### src/common/dhp_defines.vh
// Constants for the dual-channel UART host bus port
// What this block does
// - A high bus style strap picks the strobe style bus and a low strap picks the direction-line style.
// - In strobe style a falling read strobe starts a read of the register at the address lines, and the byte is driven until the strobe rises.
// - In strobe style a falling write strobe opens a write, and the rising edge writes the bus byte into the addressed register.
// - In direction-line style the write strobe pin is a direction line, high for read and low for write, and the read strobe is ignored.
// - In strobe style a low first chip select gives access to channel A only.
// - In strobe style a low second chip select gives access to channel B only.
// - In direction-line style the first chip select is the single active-low select for every access.
// - In direction-line style the second chip select pin is a channel address bit, 0 for channel A and 1 for channel B.
// - In strobe style the channel A interrupt is driven and output port 2 is low while its enable bit is 1, else the interrupt floats and port 2 is high.
// - In direction-line style the channel A interrupt pin is a device-wide active-low open-drain interrupt.
// - The channel B interrupt is driven and its output port 2 is low while its enable bit is 1, else it floats and port 2 is high.
// - Each channel has an active-low transmitter ready output that follows its transmit status.
// - Each channel has an active-low receiver ready output that follows its receive status.
// - Three address lines select a register of the addressed channel in each transaction.
// - Register bytes pass over an eight-bit two-way data bus that the device drives only during reads.
`ifndef DHP_DEFINES_VH
`define DHP_DEFINES_VH

// ----------------------------------------
// Bus style strap values
// ----------------------------------------
`define DHP_STYLE_STROBE 1'b1
`define DHP_STYLE_DIRLINE 1'b0
`define DHP_STYLE_RESET 1'b1

// ----------------------------------------
// Direction line and channel codes
// ----------------------------------------
`define DHP_DIR_READ 1'b1
`define DHP_DIR_WRITE 1'b0
`define DHP_CHAN_A 1'b0
`define DHP_CHAN_B 1'b1

// ----------------------------------------
// Widths and reset values
// ----------------------------------------
`define DHP_ADDR_W 3
`define DHP_DATA_W 8
`define DHP_ADDR_RESET 3'h0
`define DHP_DATA_RESET 8'h00

// ----------------------------------------
// Access state codes
// ----------------------------------------
`define DHP_ST_W 2
`define DHP_ST_IDLE 2'h0
`define DHP_ST_RD_REQ 2'h1
`define DHP_ST_RD_DRIVE 2'h2
`define DHP_ST_WR_HOLD 2'h3

`endif

### src/core/dhp_bus_port.v
// Host bus port of the dual-channel UART: bus style decode, access sequencing, pins
`timescale 1ns/1ps
`default_nettype none
`include "dhp_defines.vh"
module dhp_bus_port
(
  input wire clk,
  input wire rst_b,
  input wire bus_style_strap,
  input wire read_strobe_n,
  input wire write_strobe_n,
  input wire chan_a_select_n,
  input wire chan_b_select_n,
  input wire [2:0] addr,
  input wire [7:0] data_i,
  output reg [7:0] data_o,
  output reg data_oe,
  output reg reg_rd,
  output reg reg_wr,
  output reg reg_chan,
  output reg [2:0] reg_addr,
  output reg [7:0] reg_wdata,
  input wire [7:0] reg_rdata_a,
  input wire [7:0] reg_rdata_b,
  output reg style_strobe,
  input wire chan_a_irq,
  input wire chan_b_irq,
  input wire chan_a_op2_enable,
  input wire chan_b_op2_enable,
  input wire chan_a_tx_status,
  input wire chan_a_rx_status,
  input wire chan_b_tx_status,
  input wire chan_b_rx_status,
  output wire chan_a_interrupt_o,
  output wire chan_a_interrupt_oe,
  output wire chan_b_interrupt_o,
  output wire chan_b_interrupt_oe,
  output wire chan_a_output_port2_n,
  output wire chan_b_output_port2_n,
  output wire chan_a_tx_ready_n,
  output wire chan_a_rx_ready_n,
  output wire chan_b_tx_ready_n,
  output wire chan_b_rx_ready_n
);

  // ----------------------------------------
  // Helpers
  // ----------------------------------------
  function [7:0] pick_byte;
    input chan;
    input [7:0] byte_a;
    input [7:0] byte_b;
    begin
      pick_byte = (chan == `DHP_CHAN_B) ? byte_b : byte_a;
    end
  endfunction

  function pick_bit;
    input chan;
    input bit_a;
    input bit_b;
    begin
      pick_bit = (chan == `DHP_CHAN_B) ? bit_b : bit_a;
    end
  endfunction

  // ----------------------------------------
  // Strap capture
  // ----------------------------------------
  reg strap_taken_q;

  // Strap is sampled once at the first edge after reset release
  // Bus style select
  always @(posedge clk or negedge rst_b)
  begin
    if (!rst_b)
    begin
      strap_taken_q <= 1'b0;
      style_strobe <= `DHP_STYLE_RESET;
    end
    else if (!strap_taken_q)
    begin
      strap_taken_q <= 1'b1;
      style_strobe <= (bus_style_strap == `DHP_STYLE_STROBE);
    end
  end

  // ----------------------------------------
  // Edge detection
  // ----------------------------------------
  wire rd_fall;
  wire rd_rise;
  wire wr_fall;
  wire wr_rise;
  wire csa_fall;
  wire csa_rise;

  dhp_edge_det u_rd_edge
  (
    .clk(clk),
    .rst_b(rst_b),
    .sig_n(read_strobe_n),
    .fall(rd_fall),
    .rise(rd_rise)
  );

  dhp_edge_det u_wr_edge
  (
    .clk(clk),
    .rst_b(rst_b),
    .sig_n(write_strobe_n),
    .fall(wr_fall),
    .rise(wr_rise)
  );

  dhp_edge_det u_csa_edge
  (
    .clk(clk),
    .rst_b(rst_b),
    .sig_n(chan_a_select_n),
    .fall(csa_fall),
    .rise(csa_rise)
  );

  // ----------------------------------------
  // Access decode
  // ----------------------------------------
  reg start_rd;
  reg start_wr;
  reg start_chan;
  reg access_end;
  reg strobe_sel;
  reg [1:0] state_q;
  reg [1:0] state_d;

  // Channel A wins if the host lowers both selects at once
  always @*
  begin
    start_rd = 1'b0;
    start_wr = 1'b0;
    start_chan = `DHP_CHAN_A;
    access_end = 1'b0;
    strobe_sel = ~chan_a_select_n | ~chan_b_select_n;
    if (style_strobe)
    begin
      start_chan = chan_a_select_n ? `DHP_CHAN_B : `DHP_CHAN_A;
      start_rd = rd_fall & strobe_sel;
      start_wr = wr_fall & strobe_sel & ~start_rd;
      access_end = (state_q == `DHP_ST_WR_HOLD) ? wr_rise : rd_rise;
    end
    else
    begin
      start_chan = (chan_b_select_n == 1'b1) ? `DHP_CHAN_B : `DHP_CHAN_A;
      start_rd = csa_fall & (write_strobe_n == `DHP_DIR_READ);
      start_wr = csa_fall & (write_strobe_n == `DHP_DIR_WRITE);
      access_end = csa_rise;
    end
  end

  // ----------------------------------------
  // Access sequencer
  // ----------------------------------------
  always @*
  begin
    state_d = state_q;
    case (state_q)
      `DHP_ST_IDLE:
      begin
        if (start_rd)
        begin
          state_d = `DHP_ST_RD_REQ;
        end
        else if (start_wr)
        begin
          state_d = `DHP_ST_WR_HOLD;
        end
      end
      `DHP_ST_RD_REQ:
      begin
        // A strobe shorter than two cycles drops the drive phase
        state_d = access_end ? `DHP_ST_IDLE : `DHP_ST_RD_DRIVE;
      end
      `DHP_ST_RD_DRIVE:
      begin
        if (access_end)
        begin
          state_d = `DHP_ST_IDLE;
        end
      end
      `DHP_ST_WR_HOLD:
      begin
        if (access_end)
        begin
          state_d = `DHP_ST_IDLE;
        end
      end
      default:
      begin
        state_d = `DHP_ST_IDLE;
      end
    endcase
  end

  always @(posedge clk or negedge rst_b)
  begin
    if (!rst_b)
    begin
      state_q <= `DHP_ST_IDLE;
    end
    else
    begin
      state_q <= state_d;
    end
  end

  // ----------------------------------------
  // Register side strobes and data bus
  // ----------------------------------------
  always @(posedge clk or negedge rst_b)
  begin
    if (!rst_b)
    begin
      reg_rd <= 1'b0;
      reg_wr <= 1'b0;
      reg_chan <= `DHP_CHAN_A;
      reg_addr <= `DHP_ADDR_RESET;
      reg_wdata <= `DHP_DATA_RESET;
      data_o <= `DHP_DATA_RESET;
      data_oe <= 1'b0;
    end
    else
    begin
      reg_rd <= 1'b0;
      reg_wr <= 1'b0;
      if (state_q == `DHP_ST_IDLE && (start_rd || start_wr))
      begin
        // Address and channel latched at start
        reg_chan <= start_chan;
        reg_addr <= addr;
        reg_rd <= start_rd;
      end
      if (state_q == `DHP_ST_WR_HOLD)
      begin
        // Keep the last byte seen before the closing edge
        if (!access_end)
        begin
          reg_wdata <= data_i;
        end
        reg_wr <= access_end;
      end
      if (state_q == `DHP_ST_RD_REQ && !access_end)
      begin
        data_o <= pick_byte(reg_chan, reg_rdata_a, reg_rdata_b);
        data_oe <= 1'b1;
      end
      else if (state_q != `DHP_ST_RD_DRIVE || access_end)
      begin
        data_oe <= 1'b0;
      end
    end
  end

  // ----------------------------------------
  // Channel pins
  // ----------------------------------------
  wire any_irq;

  // The shared pin carries both channels in direction-line style
  assign any_irq = pick_bit(`DHP_CHAN_A, chan_a_irq, chan_b_irq) | pick_bit(`DHP_CHAN_B, chan_a_irq, chan_b_irq);

  dhp_chan_pins u_pins_a
  (
    .clk(clk),
    .rst_b(rst_b),
    .od_mode(~style_strobe),
    .od_assert(any_irq),
    .op2_enable(chan_a_op2_enable),
    .irq(chan_a_irq),
    .tx_status(chan_a_tx_status),
    .rx_status(chan_a_rx_status),
    .int_o(chan_a_interrupt_o),
    .int_oe(chan_a_interrupt_oe),
    .output_port2_n(chan_a_output_port2_n),
    .tx_ready_n(chan_a_tx_ready_n),
    .rx_ready_n(chan_a_rx_ready_n)
  );

  dhp_chan_pins u_pins_b
  (
    .clk(clk),
    .rst_b(rst_b),
    .od_mode(1'b0),
    .od_assert(1'b0),
    .op2_enable(chan_b_op2_enable),
    .irq(chan_b_irq),
    .tx_status(chan_b_tx_status),
    .rx_status(chan_b_rx_status),
    .int_o(chan_b_interrupt_o),
    .int_oe(chan_b_interrupt_oe),
    .output_port2_n(chan_b_output_port2_n),
    .tx_ready_n(chan_b_tx_ready_n),
    .rx_ready_n(chan_b_rx_ready_n)
  );

endmodule
`default_nettype wire

### src/core/dhp_edge_det.v
// Edge detector for one synchronous active-low bus input
`timescale 1ns/1ps
`default_nettype none
module dhp_edge_det
(
  input wire clk,
  input wire rst_b,
  input wire sig_n,
  output wire fall,
  output wire rise
);

  reg prev_q;

  // Idle level of every bus strobe and select is high
  always @(posedge clk or negedge rst_b)
  begin
    if (!rst_b)
    begin
      prev_q <= 1'b1;
    end
    else
    begin
      prev_q <= sig_n;
    end
  end

  assign fall = prev_q & ~sig_n;
  assign rise = ~prev_q & sig_n;

endmodule
`default_nettype wire

### src/core/dhp_chan_pins.v
// Per-channel interrupt, output port 2 and ready pins
`timescale 1ns/1ps
`default_nettype none
module dhp_chan_pins
(
  input wire clk,
  input wire rst_b,
  input wire od_mode,
  input wire od_assert,
  input wire op2_enable,
  input wire irq,
  input wire tx_status,
  input wire rx_status,
  output reg int_o,
  output reg int_oe,
  output reg output_port2_n,
  output reg tx_ready_n,
  output reg rx_ready_n
);

  always @(posedge clk or negedge rst_b)
  begin
    if (!rst_b)
    begin
      int_o <= 1'b0;
      int_oe <= 1'b0;
      output_port2_n <= 1'b1;
      tx_ready_n <= 1'b1;
      rx_ready_n <= 1'b1;
    end
    else
    begin
      if (od_mode)
      begin
        int_o <= 1'b0;
        int_oe <= od_assert;
      end
      else
      begin
        int_o <= irq;
        int_oe <= op2_enable;
      end
      // Port 2 tracks the enable bit even when the pin is open drain
      output_port2_n <= ~op2_enable;
      tx_ready_n <= ~tx_status;
      rx_ready_n <= ~rx_status;
    end
  end

endmodule
`default_nettype wire

### config.mk
export PLATFORM = sky130hd
export DESIGN_NAME = dhp_bus_port
export DESIGN_NICKNAME = d
export VERILOG_FILES = /design/src/core/dhp_bus_port.v /design/src/core/dhp_edge_det.v /design/src/core/dhp_chan_pins.v
export VERILOG_INCLUDE_DIRS = /design/src /design/src/common
export SDC_FILE = /design/constraint.sdc
export NUM_CORES = 1
export LEC_CHECK = 0
export ABC_CLOCK_PERIOD_IN_PS = 2900
export BUFFER_PORTS_ARGS = -buffer_cell sky130_fd_sc_hd__buf_4
export CAP_MARGIN = 40
export CORE_MARGIN = 4
export CORE_UTILIZATION = 49
export DETAILED_ROUTE_END_ITERATION = 7
export GPL_ROUTABILITY_DRIVEN = 0
export PLACE_DENSITY = 0.84
export SLEW_MARGIN = 20
export SYNTH_ARGS = -nofsm -noshare
export SYNTH_HDL_FRONTEND = slang
export SYNTH_SLANG_ARGS = --single-unit
### constraint.sdc
create_clock -name clk -period 2.9 [get_ports clk]
set_input_delay 0.29 -clock clk [delete_from_list [all_inputs] [get_ports clk]]
set_output_delay 0.29 -clock clk [all_outputs]
set_load 0.05 [all_outputs]
After elaboration in Yosys (flattened, before gate mapping) --
Cells that the tools add are included.
Storage, ports and cells: flip-flop bits (word level) 40, memories kept 0, memory bits (read-only) 0, output and inout port bits 34, bits in writable memories 0, bits in latches 0, logic and storage cells 86, bits of input ports 42
Operators by class: reduce and logical (&&, ||, !) cells 10, bitwise logic cells 28, equal/unequal tests 6, mux-type cells 19, $lt $le $gt $ge 0, $add $sub $neg 0, divide/modulo/power cells 0, multipliers 0, shift operators 0
Operator list (count):
- NOT 1 bit | 15
- two-way mux 1 bit | 13
- bitwise AND 1 bit | 11
- two-way mux 2 bit | 4
- two-way mux 8 bit | 1
- one-hot mux 2 bit (3 select lines) | 1
- equality test 2 bit, second input constant | 2
- AND reduction 2 bit | 2
- inequality test 3 bit, second input constant | 1
- equality test 2 x 1 -> 1 bit, second input constant | 1
- logical AND 1 bit | 2
- zero test 2 bit | 1
- logical OR 1 bit | 2
- inequality test 2 x 1 -> 1 bit, second input constant | 1
- inequality test 2 bit, second input constant | 1
- OR 1 bit | 2
- nonzero test 2 bit | 1
- OR reduction 2 bit | 1
- zero test 1 bit | 1

Longest topological paths before layout --
depth after elaboration 9, mapped depth 6, mapped depth without buffers 4

Cells and area by module --
A second synthesis with hierarchy kept.
Unflattened totals: cell total of the unflattened synthesis 122, area total of the unflattened synthesis 1740.4 um^2
Modules (own cells, without submodules):
- dhp_bus_port | seq. area each 676.9 um^2, cells an instance 93, area each 1288.7 um^2, times used 1
- dhp_chan_pins | seq. area each 128.9 um^2, cells an instance 10, area each 163.9 um^2, times used 2
- dhp_edge_det | seq. area each 26.3 um^2, cells an instance 3, area each 41.3 um^2, times used 3

Least setup slack after synthesis --
Ideal clock, no wire load.
path kind flip-flop to flip-flop, start register style_strobe, end register reg_wdata[0], clock period less this slack 1761 ps, slack 1139 ps, required time 2775 ps, stages on the path, launching flop included 4, arrival time 1636 ps, library setup time 125 ps, path buffers 0, cells stage by stage dfstp_2 nor3b_2 a311oi_4 mux2_2
Between the ends: word-level cells in the longest chain between the ends 3
Ends and longest elaborated chain:
- from (decl) | line dhp_bus_port.v:25 | output reg style_strobe,
- from (signal assigned) | line dhp_bus_port.v:79 | style_strobe <= `DHP_STYLE_RESET;
- from (signal assigned) | line dhp_bus_port.v:84 | style_strobe <= (bus_style_strap == `DHP_STYLE_STROBE);
- two-way mux 1 bit | line dhp_bus_port.v:144 | if (style_strobe)
- NOT 1 bit (no line)
- AND reduction 2 bit (no line)
- to (signal assigned) | line dhp_bus_port.v:227 | reg_wdata <= `DHP_DATA_RESET;
- to (signal assigned) | line dhp_bus_port.v:247 | reg_wdata <= data_i;
- to (decl) | line dhp_bus_port.v:22 | output reg [7:0] reg_wdata,
Every way passes these cells. A chain may end at the register's enable or synchronous reset.

Worst setup path after layout --
start register style_strobe, end register state_q[1]
Between the ends: word-level cells in the longest chain between the ends 3, elaborated cells on any way between the ends 9, those cells by class eq/ne (2); mux (6); reduce/logical (1)
Ends and longest elaborated chain:
- two-way mux 1 bit | line dhp_bus_port.v:144
- two-way mux 2 bit (no line) (tied with other cells)
- one-hot mux 2 bit (3 select lines) or AND reduction 2 bit (tied branches)
- to (signal assigned) | line dhp_bus_port.v:208 | state_q <= `DHP_ST_IDLE;
- to (signal assigned) | line dhp_bus_port.v:212 | state_q <= state_d;
- to (decl) | line dhp_bus_port.v:133 | reg [1:0] state_q;
Several ways; a longest one is shown, not always the timed one.

==> impl_results.md <==
* Worst Reg-to-Reg Cells at 4
* Congestion Overflow GR at 0
* CP arrival at 2.10 ns
* H-tree depth at 2
* Port Buffers at 75
* Commonest non-fill, non-tap cells in the layout: buf_4, dfrtp_1, nand2_1
* Seq/Total Area, Yosys at 0.627
* Ys async rst share at 1.00
* Worst hold path stage count at 2
* First-pass GRT wire length at 5930 um
* CP Capture Type: flip-flop
* Slew Limit Fails at 0
* # DRC at 0
* Die area at 4280 um2
* Worst-path fanout max at 17
* GRT Util Overall at 0.186
* Area taken by multi-input logic gates at 547 um2
* Outcome: complete, no violations
* Pwr dens at ~1100 nW/um2
* Register bit count reported by yosys at 40
* Detailed Routing Iterations Pass 1 at 4
* Die Ht at ~65 um
* Commonest non-fill, non-tap cell in the layout: buf_4
* RSZ-0062 raised after global routing: no
* WP data required at about 3.1 ns
* Total Wirelength at 3480 um
* CTS root buf: clkbuf_4
* Place WS at ~1.1 ns
* Tmin final at 1.86 ns
* Detailed Place HPWL at about 2700 um
* Synthesis Warnings at 0
* WS Path Type: reg2reg
* Relative slew slack at 0.642
* Skew-Pair Late Insertion Delay at 0.35 ns
* Wire per inst at ~14 um
* Worst clock skew at ~0.008 ns
* CTS resizes at 0
* CTS Buf Count at 5
* Setup Fix Bufs, Post-CTS at 0
* # rows at 20
* Largest net degree at the start of global routing at ~40
* Slew at the pin closest to its max-slew limit at approximately 0.54 ns
* Synth Net Count at 168
* CTS Buffer Depth at 2
* FF+latch area at slightly above 1000 um2
* Initial core utilization at 0.521
* Area Overhead vs Synth at 42.3%
* DR vias at between 1000 and 1500
* Die X at between 60 and 70 um
* Final core utilization at 0.741
* Setup_tns at 0 ns
* CTS tree: built
* Final nets at between 200 and 250
* Final setup margin at roughly 1.0 ns
* Antenna Nets Post-Route at 0
* Unique cell type count in the Yosys netlist at 30
* EDFF count, synth at 0
* Final Hold Fails at 0
* Number of global-route vias before repair at roughly 1300
* Clk slew on worst S/H paths at around 0.11 ns
* Syn avg cell area at around 13 um2
* Share of cells above drive strength 1 at 0.529
* Fill count at ~230
* VDD IR max at around 760 uV
* 1st-iter DRT viols at 45
* Mapped Area at around 1600 um2
* Ports at between 70 and 80
* Post-Syn Instances at 126
* Max-Cap Viols at 0
* CP startpoint kind: flip-flop
* Hold Path Class: in2reg
* Fmax at 538 MHz
* Final setup vio count at 0
* Antenna Diode Count at 0
* CTS sink count at 40
* Ys flop type: dfrtp_1
* Tcrit/Tclk final at 0.640
* Initial antenna violation count at 0
* Core Region at around 3100 um2
* Via density at between 4 and 5
* P_leak at between 1 and 1.5 nW
-- metal layers --
metal	track usage	vias up	wire, um
li1	-	592	-
met5	0	-	0
met2	0.316	71	1690
met3	0.0701	7	391
met1	0.203	570	1340
met4	0.0933	0	63
-- path summary, 6_finish.rpt --
kind	startpoint	slack, ns	to
worst min-delay path	chan_a_tx_status	0.03	u_pins_a.tx_ready_n
max in group asynchronous	rst_b	2.09	u_wr_edge.prev_q
min in group asynchronous	rst_b	0.45	reg_wdata[5]
worst min register to register	data_o[3]	0.50	data_o[3]
worst max register to register	style_strobe	1.04	state_q[1]
worst max-delay path	style_strobe	1.04	state_q[1]
-- cells in the mapped netlist, drive strengths merged (2+ instances only) --
library cell  number  area, um2
dfrtp             30        751
nand2             13       48.8
mux2              12        135
dfstp             10        263
mux2i             10        100
inv                9       33.8
o21ai              8       40.0
a21oi              4       23.8
buf                4       21.3
nand2b             4       25.0
nor2               4       15.0
nor3               3       15.0
a311oi             2       35.0
and2               2       12.5
nor3b              2       20.0
-- state kept, by name, summed over array words and instances, names as in the netlist, 2 cells and up --
name	cells
state_q	2
reg_addr	3
data_o	8
reg_wdata	8
-- power breakdown --
group	leakage, nW	switching [mW]	internal [mW]
clock network	0.0422	0.174	0.181
logic	0.630	0.770	0.422
registers	0.472	0.140	0.734
total	1.14	1.08	1.34
-- repair_timing --
| action | 4_1_cts | 5_1_grt |
|---|---|---|
| hold buffers | 1 | 0 |
| endpoints found under the hold margin | 30 | 0 |
| endpoints found under the setup margin | 0 | 0 |
-- worst max-delay path, stage by stage, from the launching register on --
cell	delay [ns]
dfstp_2	0.48
nor3b_2	0.33
a311o_1	0.50
o41ai_1	0.17
a32o_1	0.28
-- final cells by class --
cell class,instances,share of cell area
clock buffers,6,0.0180
clock inverters,2,0.0152
repair buffers,76,0.249
multi-input cells,73,0.238
inverters,9,0.0147
flip-flops and latches,40,0.441
well taps,44,0.0240
-- cell families (layout without fill, tap and decap cells) --
family,count (synthesis),after routing,share of synthesized area
buffers and inverters,13,93,0.0341
muxes,22,22,0.146
and+or+nand+nor,30,30,0.0960
other,1,1,0.00232
DFF,40,40,0.627
AOI/OAI and AO/OA,20,20,0.0945
-- stage by stage --
step | hold WS, ns | instances | instance area (um2) | power (mW)
global route | 0.0138 | 250 | 2300 | 2.56
global placement | 0.274 | 241 | 2210 | 2.05
CTS | 0.0196 | 250 | 2300 | 2.44
finish | 0.0316 | 250 | 2300 | 2.42
detailed placement | 0.284 | 241 | 2210 | 2.09
floorplan | -0.00559 | 126 | 1620 | 1.71
Power figures use the tool's default switching activity.
